File: config.mk
export PLATFORM = sky130hd
export DESIGN_NAME = sap_pins
export DESIGN_NICKNAME = d
export VERILOG_FILES = /design/src/sap_pkg.sv /design/src/sap_stream_if.sv /design/src/sap_fifo.sv /design/src/sap_pins.sv
export VERILOG_INCLUDE_DIRS = /design/src /design/src/src
export SDC_FILE = /design/constraint.sdc
export NUM_CORES = 2
export LEC_CHECK = 0
export ABC_CLOCK_PERIOD_IN_PS = 13100
export BUFFER_PORTS_ARGS = -buffer_cell sky130_fd_sc_hd__buf_2
export CAP_MARGIN = 20
export CORE_ASPECT_RATIO = 1.5
export CORE_MARGIN = 10
export CORE_UTILIZATION = 60
export DETAILED_ROUTE_END_ITERATION = 8
export PLACE_DENSITY = 0.75
export SLEW_MARGIN = 15
export SYNTH_ARGS = -nofsm -noshare
export SYNTH_HDL_FRONTEND = slang
export SYNTH_SLANG_ARGS = --single-unit
File: constraint.sdc
create_clock -name ref_clk_i -period 13.1 [get_ports ref_clk_i]
set_input_delay 0.655 -clock ref_clk_i [delete_from_list [all_inputs] [get_ports ref_clk_i]]
set_output_delay 0.655 -clock ref_clk_i [all_outputs]
set_load 0.005 [all_outputs]
File: src/sap_consts.svh
// sap_consts: numeric constants for the serial audio port pin block
// assumes: included by bare name from every file that needs a figure
`ifndef SAP_CONSTS_SVH
`define SAP_CONSTS_SVH

`define SAP_WORD_BITS 24
`define SAP_CHANNELS 3
`define SAP_FIFO_W (`SAP_WORD_BITS * `SAP_CHANNELS)
`define SAP_FIFO_DEPTH 16
`define SAP_PADS 5
`define SAP_PAD_RCLK 0
`define SAP_PAD_TCLK 1
`define SAP_PAD_DATA0 2
`define SAP_PAD_FS 5
`define SAP_SYNC_W 6
`define SAP_IDX_W 5
`define SAP_CLK_PERIOD_NS 10
`define SAP_BCLK_HALF_NS 60
`define SAP_BCLK_HALF_CYC (`SAP_BCLK_HALF_NS / `SAP_CLK_PERIOD_NS)
`define SAP_DIV_W 3

`endif

File: src/sap_pkg.sv
// sap_pkg: types shared by the serial audio port pin block
// assumes: sap_consts.svh is on the include path
`default_nettype none
`include "sap_consts.svh"

package sap_pkg;
    typedef logic [`SAP_FIFO_W-1:0] sap_frame_t;
    typedef logic [`SAP_IDX_W-1:0] sap_bit_idx_t;
    typedef enum logic [2:0] {
        SAP_DISC,
        SAP_GPIO_IN,
        SAP_GPIO_OUT,
        SAP_PORT_IN,
        SAP_PORT_OUT
    } sap_pin_mode_e;
endpackage

`default_nettype wire

File: src/sap_stream_if.sv
// sap_stream_if: valid/ready word carrier between the pin block and its fifo
// assumes: one source and one sink on the same clock
`default_nettype none

interface sap_stream_if #(
    parameter int W = 8
) ();
    logic [W-1:0] data;
    logic valid;
    logic ready;
    modport src (output data, output valid, input ready);
    modport snk (input data, input valid, output ready);
endinterface

`default_nettype wire

File: src/sap_fifo.sv
// sap_fifo: flip-flop fifo, registered ready and valid flags
// assumes: depth is a power of two so the pointers wrap by themselves
`default_nettype none
`include "sap_consts.svh"

module sap_fifo #(
    parameter int W = `SAP_FIFO_W,
    parameter int D = `SAP_FIFO_DEPTH
) (
    input wire logic clk_i,
    input wire logic rst_i,
    sap_stream_if.snk wr,
    sap_stream_if.src rd
);
    localparam int AW = $clog2(D);
    localparam logic [AW:0] FULL = (AW + 1)'(D);

    logic [W-1:0] mem_q [D];
    logic [AW-1:0] wptr_q;
    logic [AW-1:0] rptr_q;
    logic [AW:0] cnt_q;
    logic [AW:0] cnt_d;
    logic ready_q;
    logic valid_q;
    logic push;
    logic pop;

    assign push = wr.valid && ready_q;
    assign pop = rd.ready && valid_q;
    assign wr.ready = ready_q;
    assign rd.valid = valid_q;
    assign rd.data = mem_q[rptr_q];

    always_comb begin
        cnt_d = cnt_q;
        if (push && !pop) begin
            cnt_d = cnt_q + 1'b1;
        end else if (pop && !push) begin
            cnt_d = cnt_q - 1'b1;
        end
    end

    // flags are registered from the next count so both ports see flops
    always_ff @(posedge clk_i or posedge rst_i) begin
        if (rst_i) begin
            cnt_q <= '0;
            ready_q <= 1'b0;
            valid_q <= 1'b0;
            wptr_q <= '0;
            rptr_q <= '0;
        end else begin
            cnt_q <= cnt_d;
            ready_q <= (cnt_d != FULL);
            valid_q <= (cnt_d != '0);
            if (push) begin
                wptr_q <= wptr_q + 1'b1;
            end
            if (pop) begin
                rptr_q <= rptr_q + 1'b1;
            end
        end
    end

    always_ff @(posedge clk_i) begin
        if (push) begin
            mem_q[wptr_q] <= wr.data;
        end
    end
endmodule

`default_nettype wire

File: src/sap_pins.sv
// sap_pins: clock, flag and data pad routing of the serial audio port
// assumes: pads and frame sync are asynchronous; controls come from logic on ref_clk_i
`default_nettype none
`include "sap_consts.svh"

module sap_pins (
    input wire logic ref_clk_i,
    input wire logic rst_i,
    input wire logic sync_mode_select_i,
    input wire logic network_mode_i,
    input wire logic receive_clock_direction_i,
    input wire logic transmit_clock_direction_i,
    input wire logic [`SAP_CHANNELS-1:0] data_tx_sel_i,
    input wire logic [`SAP_PADS-1:0] port_sel_i,
    input wire logic [`SAP_PADS-1:0] gpio_conn_i,
    input wire logic [`SAP_PADS-1:0] gpio_dir_i,
    input wire logic [`SAP_PADS-1:0] gpio_out_i,
    output logic [`SAP_PADS-1:0] gpio_in_o,
    input wire logic output_flag_zero_i,
    output logic input_flag_zero_o,
    input wire logic frame_sync_i,
    input wire logic [`SAP_PADS-1:0] pad_i,
    output logic [`SAP_PADS-1:0] pad_o,
    output logic [`SAP_PADS-1:0] pad_oe_o,
    input wire sap_pkg::sap_frame_t tx_frame_i,
    input wire logic tx_valid_i,
    output logic tx_ready_o,
    output sap_pkg::sap_frame_t rx_frame_o,
    output logic rx_valid_o,
    output logic tx_underrun_o
);
    import sap_pkg::*;

    localparam int W = `SAP_WORD_BITS;
    localparam sap_bit_idx_t LAST = sap_bit_idx_t'(`SAP_WORD_BITS - 1);

    // ****************************************
    // decode helpers
    // ****************************************

    function automatic sap_pin_mode_e pin_mode(input logic port, input logic conn,
                                               input logic gdir, input logic pdir);
        if (port) begin
            pin_mode = pdir ? SAP_PORT_OUT : SAP_PORT_IN;
        end else if (!conn) begin
            pin_mode = SAP_DISC;
        end else begin
            pin_mode = gdir ? SAP_GPIO_OUT : SAP_GPIO_IN;
        end
    endfunction

    function automatic logic is_port(input sap_pin_mode_e m);
        is_port = (m == SAP_PORT_IN) || (m == SAP_PORT_OUT);
    endfunction

    // a frame sync restarts the slot count at bit zero
    function automatic sap_bit_idx_t next_idx(input sap_bit_idx_t cur, input logic start);
        if (start || cur == LAST) begin
            next_idx = '0;
        end else begin
            next_idx = cur + 1'b1;
        end
    endfunction

    // ****************************************
    // pad synchronisers
    // ****************************************

    logic [`SAP_SYNC_W-1:0] meta_q;
    logic [`SAP_SYNC_W-1:0] sync_q;
    logic [`SAP_PADS-1:0] pad_s;
    logic fs_s;

    always_ff @(posedge ref_clk_i or posedge rst_i) begin
        if (rst_i) begin
            meta_q <= '0;
            sync_q <= '0;
        end else begin
            meta_q <= {frame_sync_i, pad_i};
            sync_q <= meta_q;
        end
    end

    assign pad_s = sync_q[`SAP_PADS-1:0];
    assign fs_s = sync_q[`SAP_PAD_FS];

    // ****************************************
    // per-pad function
    // ****************************************

    sap_pin_mode_e pmode [`SAP_PADS];
    logic [`SAP_PADS-1:0] pdir;

    assign pdir = {data_tx_sel_i, transmit_clock_direction_i, receive_clock_direction_i};

    always_comb begin
        for (int k = 0; k < `SAP_PADS; k++) begin
            pmode[k] = pin_mode(port_sel_i[k], gpio_conn_i[k], gpio_dir_i[k], pdir[k]);
        end
    end

    // ****************************************
    // bit clock generation and selection
    // ****************************************

    logic [`SAP_DIV_W-1:0] div_q;
    logic gclk_q;

    // the generated clock only runs as fast as the core allows: 120 ns period
    always_ff @(posedge ref_clk_i or posedge rst_i) begin
        if (rst_i) begin
            div_q <= '0;
            gclk_q <= 1'b0;
        end else if (div_q == `SAP_DIV_W'(`SAP_BCLK_HALF_CYC - 1)) begin
            div_q <= '0;
            gclk_q <= ~gclk_q;
        end else begin
            div_q <= div_q + 1'b1;
        end
    end

    logic tclk;
    logic rclk;
    logic tx_act;
    logic rx_act;

    assign tclk = (pmode[`SAP_PAD_TCLK] == SAP_PORT_OUT) ? gclk_q : pad_s[`SAP_PAD_TCLK];
    assign tx_act = is_port(pmode[`SAP_PAD_TCLK]);

    assign rclk = sync_mode_select_i ? tclk :
                  ((pmode[`SAP_PAD_RCLK] == SAP_PORT_OUT) ? gclk_q : pad_s[`SAP_PAD_RCLK]);
    assign rx_act = sync_mode_select_i ? tx_act : is_port(pmode[`SAP_PAD_RCLK]);

    logic tclk_q;
    logic rclk_q;
    logic t_rise;
    logic r_rise;

    always_ff @(posedge ref_clk_i or posedge rst_i) begin
        if (rst_i) begin
            tclk_q <= 1'b0;
            rclk_q <= 1'b0;
        end else begin
            tclk_q <= tclk;
            rclk_q <= rclk;
        end
    end

    assign t_rise = tx_act && tclk && !tclk_q;
    assign r_rise = rx_act && rclk && !rclk_q;

    // ****************************************
    // frame and slot tracking
    // ****************************************

    logic tfs_q;
    logic rfs_q;
    sap_bit_idx_t tidx_q;
    sap_bit_idx_t ridx_q;
    logic t_start;
    logic r_start;
    sap_bit_idx_t tidx_d;
    sap_bit_idx_t ridx_d;
    logic t_slot;

    assign t_start = fs_s && !tfs_q;
    assign r_start = fs_s && !rfs_q;
    assign tidx_d = next_idx(tidx_q, t_start);
    assign ridx_d = next_idx(ridx_q, r_start);
    assign t_slot = t_rise && (tidx_d == '0);

    always_ff @(posedge ref_clk_i or posedge rst_i) begin
        if (rst_i) begin
            tfs_q <= 1'b0;
            tidx_q <= '0;
        end else if (t_rise) begin
            tfs_q <= fs_s;
            tidx_q <= tidx_d;
        end
    end

    always_ff @(posedge ref_clk_i or posedge rst_i) begin
        if (rst_i) begin
            rfs_q <= 1'b0;
            ridx_q <= '0;
        end else if (r_rise) begin
            rfs_q <= fs_s;
            ridx_q <= ridx_d;
        end
    end

    // ****************************************
    // transmit path
    // ****************************************

    sap_stream_if #(.W(`SAP_FIFO_W)) tx_w ();
    sap_stream_if #(.W(`SAP_FIFO_W)) tx_r ();

    assign tx_w.data = tx_frame_i;
    assign tx_w.valid = tx_valid_i;
    assign tx_ready_o = tx_w.ready;
    // the fifo drains only at slot starts, so a stopped bit clock stalls the source
    assign tx_r.ready = t_slot;

    sap_fifo #(.W(`SAP_FIFO_W), .D(`SAP_FIFO_DEPTH)) u_tx_fifo (
        .clk_i(ref_clk_i),
        .rst_i(rst_i),
        .wr(tx_w),
        .rd(tx_r)
    );

    sap_frame_t tsh_q;

    always_ff @(posedge ref_clk_i or posedge rst_i) begin
        if (rst_i) begin
            tsh_q <= '0;
            tx_underrun_o <= 1'b0;
        end else begin
            tx_underrun_o <= t_slot && !tx_r.valid;
            if (t_slot) begin
                tsh_q <= tx_r.valid ? tx_r.data : '0;
            end else if (t_rise) begin
                for (int k = 0; k < `SAP_CHANNELS; k++) begin
                    tsh_q[k*W +: W] <= {tsh_q[k*W +: W-1], 1'b0};
                end
            end
        end
    end

    // ****************************************
    // receive path
    // ****************************************

    sap_frame_t rsh_q;
    sap_frame_t rsh_d;
    logic [`SAP_CHANNELS-1:0] rx_bit;

    always_comb begin
        rsh_d = rsh_q;
        for (int k = 0; k < `SAP_CHANNELS; k++) begin
            rx_bit[k] = (pmode[`SAP_PAD_DATA0 + k] == SAP_PORT_IN) ? pad_s[`SAP_PAD_DATA0 + k] : 1'b0;
            rsh_d[k*W +: W] = {rsh_q[k*W +: W-1], rx_bit[k]};
        end
    end

    always_ff @(posedge ref_clk_i or posedge rst_i) begin
        if (rst_i) begin
            rsh_q <= '0;
            rx_frame_o <= '0;
            rx_valid_o <= 1'b0;
        end else begin
            rx_valid_o <= 1'b0;
            if (r_rise) begin
                rsh_q <= rsh_d;
                if (ridx_d == LAST) begin
                    rx_frame_o <= rsh_d;
                    rx_valid_o <= 1'b1;
                end
            end
        end
    end

    // ****************************************
    // serial flag zero
    // ****************************************

    logic align;
    logic flag_q;

    assign align = t_rise && (network_mode_i ? (tidx_d == '0) : t_start);

    always_ff @(posedge ref_clk_i or posedge rst_i) begin
        if (rst_i) begin
            flag_q <= 1'b0;
        end else if (align && sync_mode_select_i && pmode[`SAP_PAD_RCLK] == SAP_PORT_OUT) begin
            flag_q <= output_flag_zero_i;
        end
    end

    always_ff @(posedge ref_clk_i or posedge rst_i) begin
        if (rst_i) begin
            input_flag_zero_o <= 1'b0;
        end else if (align && sync_mode_select_i && pmode[`SAP_PAD_RCLK] == SAP_PORT_IN) begin
            input_flag_zero_o <= pad_s[`SAP_PAD_RCLK];
        end
    end

    // ****************************************
    // pad drivers
    // ****************************************

    logic [`SAP_PADS-1:0] port_val;

    always_comb begin
        port_val[`SAP_PAD_RCLK] = sync_mode_select_i ? flag_q : gclk_q;
        port_val[`SAP_PAD_TCLK] = gclk_q;
        for (int k = 0; k < `SAP_CHANNELS; k++) begin
            port_val[`SAP_PAD_DATA0 + k] = tsh_q[k*W + W - 1];
        end
    end

    always_ff @(posedge ref_clk_i or posedge rst_i) begin
        if (rst_i) begin
            pad_o <= '0;
            pad_oe_o <= '0;
            gpio_in_o <= '0;
        end else begin
            for (int k = 0; k < `SAP_PADS; k++) begin
                pad_o[k] <= 1'b0;
                pad_oe_o[k] <= 1'b0;
                gpio_in_o[k] <= 1'b0;
                unique case (pmode[k])
                    SAP_DISC: begin
                    end
                    SAP_GPIO_IN: begin
                        gpio_in_o[k] <= pad_s[k];
                    end
                    SAP_GPIO_OUT: begin
                        pad_oe_o[k] <= 1'b1;
                        pad_o[k] <= gpio_out_i[k];
                    end
                    SAP_PORT_IN: begin
                    end
                    SAP_PORT_OUT: begin
                        pad_oe_o[k] <= 1'b1;
                        pad_o[k] <= port_val[k];
                    end
                endcase
            end
        end
    end

    for (genvar g = 0; g < `SAP_PADS; g++) begin : g_pad_chk

    end

    for (genvar g = 0; g < `SAP_CHANNELS; g++) begin : g_data_chk

    end
endmodule

`default_nettype wire

==> reports/metrics.yaml <==
worst_setup_path:
  crit_buf_inv: 3
  path_cells: "buf_12 -> buf_4 -> buf_4 -> mux4_2 -> nor2b_1 -> a211oi_1 -> a21oi_1 -> a221oi_1 -> nor2_1"
  cp_max_fo: 107
  cp.arrival_ns: 5.33
  end_kind: "flop"
  cp.required_ns: 13.74
  critPathSlowestCell: "buf_4"
  path_class: "flop to flop"
  cp_slowest_stage_delay_ns: 0.81
  crit_path_frequent_cell: "buf_4"
  crit_family: "buffers and inverters"
  critPathLaunchType: "flop"
timing:
  drv_slew: 0
  rsz0062_at_grt: "no"
  final.setup.worst_slack_ns: 8.409
  fmax_mhz: 213.2
  whs_ns: 0.1009
  final_hold_viol_count: 0
  worst_slew_pin_slew_ns: 1.184
  fin_tns_setup_ns: 0
  setup-violations-final: 0
  min_period_ns: 4.691
  slew_headroom_pct: 21.07
  fin_crit_sh_pct: 35.81
  finClkSkew_ns: 0.02643
logic_synthesis:
  synthTopCellsByCount: "edfxtp_1, mux4_2, dfrtp_1, nor2_1, clkbuf_1"
  yosys.cell_types.count: 53
  synthAdderAreaFrac_pct: 0.2051
  ys_warn_count: 0
  synth_top_area_share_pct: 63.00
  yosys.area_share.simple_pct: 2.974
  syn_inst: 2715
  synth_nets: 2833
  synth_most_common_cell: "edfxtp_1"
  synth_ff_type: "edfxtp_1"
  yosys.area_share.xor_xnor_pct: 0.2074
  synthMuxAreaShare_pct: 16.27
  synthArstFlopShare_pct: 19.38
  synth_top_family_by_area: "multiplexers"
  ys_top_cells_by_area: "edfxtp_1, dfrtp_1, mux4_2, mux2_2, mux2i_1"
  syn_area_sq_um: 54910
  ys_seq_area_share_pct: 75.62
  synth_top_area_cell: "edfxtp_1"
  synth_edf_count: 1152
  synth_compound_area_share_pct: 3.261
  synth_seq_cells: 1429
  synth.avg_cell_area_sq_um: 20.23
place:
  io_buffer_count: 199
  dpl.hpwl_um: 62010
  preCtsSetupSlack_ns: 8.248
  routabilityCongestion: 0.8009
floorplanning:
  rows: 135
  ios: 200
  die_area_sq_um: 104300
  start_util_pct: 60.65
  fp.dieW_um: 267.0
  coreArea_sq_um: 90540
  die_h_um: 390.5
worst_hold_path:
  hp-class: "primary input to flop"
run_status:
  outcome: "finished clean"
routing:
  vias: 27330
  dr.pass1.iters: 5
  drt-total-wl_um: 120000
  remaining_drc_errors: 0
  postRouteAntennaNets: 0
  avgViaCountPerCell: 6.486
  wl_per_cell_um: 28.48
  drtIter0Drc: 2825
clock_tree:
  clockRootBuffer: "clkbuf_16"
  cts_buffers: 130
  cts_tree: "done"
  cts_resized: 0
  clock_path_buffers: 3
  clk_latency_ns: 0.76
  h-tree-depth: 4
  cts.sinks: 1429
  clk_pin_slew_worst_paths_ns: 0.06
finish:
  syn_to_final_growth_pct: 11.65
  final_net_count: 3052
  drive_above_1_share_pct: 27.10
  fin_util_pct: 67.72
flow_run:
  drv_cap: 0
global_routing:
  grt_pass1_wl_um: 180300
  grt_start_max_net_pins: 157
  antenna_found_initial: 22
  grt_pass1_vias: 28780
  grt_overflow_total: 0
  grt_use_total_pct: 23.39
power:
  power_uw: 12130
  irDropWorstVdd_uv: 167.6
  p_leak_uw: 0.02126
  p_per_area_nw_per_um2: 197.9
[worst reg2reg max path, cell delays in order, from the launching register on]
cell and delay (ns):
dfrtp_4 0.74, buf_12 0.58, buf_4 0.91, buf_4 0.81, mux4_2 0.65, nor2b_1 0.16
a211oi_1 0.29, a21oi_1 0.07, a221oi_1 0.30, nor2_1 0.08
[routing by layer]
| metal | track usage (%) | vias up | part of all wire, % |
|---|---|---|---|
| met4 | 9.697 | 24 | 3.3 |
| met5 | 0 | - | 0.12 |
| met1 | 29.19 | 14340 | 37 |
| met2 | 39.92 | 1257 | 52 |
| met3 | 4.492 | 266 | 7.3 |
| li1 | - | 11440 | - |
[state kept, by name, summed over array words and instances (netlist names), 3 cells and up]
name              cells
u_tx_fifo.mem_q    1152
rx_frame_o           72
tsh_q                72
rsh_q                69
meta_q                6
sync_q                6
gpio_in_o             5
pad_o                 5
pad_oe_o              5
ridx_q                5
tidx_q                5
u_tx_fifo.cnt_q       5
u_tx_fifo.rptr_q      4
u_tx_fifo.wptr_q      4
div_q                 3
[through the flow]
step           instance area, sq um  cells
4_1_cts                       61290   4205
5_1_grt                       61300   4210
3_5_place_dp                  57020   3959
3_3_place_gp                  57020   3959
2_1_floorplan                 54910   2715
6_report                      61310   4213
[cell type report]
cell class                      count  area [sq um]
Clock inverter                     54         579.3
Inverter                           14         60.06
Clock buffer                      185          3623
Timing Repair Buffer              244          1376
Fill cell                        5667         29230
Sequential cell                  1429         41540
Multi-Input combinational cell   1115         12660
Tap cell                         1164          1456
Antenna cell                        8         20.02
[cell families (layout without fill, tap and decap cells)]
logic type | count (synthesis) | count (layout)
compound gates | 255 | 255
xor+xnor | 13 | 13
fa+ha+maj | 9 | 9
buf+inv | 171 | 497
flops | 1429 | 1429
mux | 511 | 511
other cells | 0 | 8
simple gates | 327 | 327
[layout by cell type, fill, tap and decap left out, types with 72 or more instances in the layout]
master     Yosys  layout
a21oi_1       75      75
buf_2         48     199
clkbuf_16      0     133
dfrtp_1      277     273
edfxtp_1    1152    1152
mux2_2        76      76
mux2i_1       78      78
mux4_2       291     291
nor2_1       141     141
nor2b_1       72      72
[final timing paths]
check | slack, ns | startpoint | cells past startpoint | end
max | 8.41 | u_tx_fifo.rptr_q[0] | 9 | tsh_q[63]
min | 0.10 | gpio_dir_i[3] | 2 | gpio_in_o[3]
max reg2reg | 8.41 | u_tx_fifo.rptr_q[0] | 9 | tsh_q[63]
min reg2reg | 0.35 | meta_q[0] | 0 | sync_q[0]
max in group asynchronous | 10.26 | rst_i | 5 | sync_q[3]
min in group asynchronous | 0.54 | rst_i | 3 | rsh_q[57]
[repair_timing]
item / CTS / global route
hold buffers: 7 / 0
endpoints found under the hold margin: 83 / 0
setup buffers: 0 / 0
[where the power goes]
group	total (uW)	switching (uW)	internal [uW]
Clock	3740	1610	2120
Sequential	5720	292	5420
Combinational	2680	1410	1270
Total	12100	3320	8820
No activity file was read; power rests on OpenSTA's default activity.
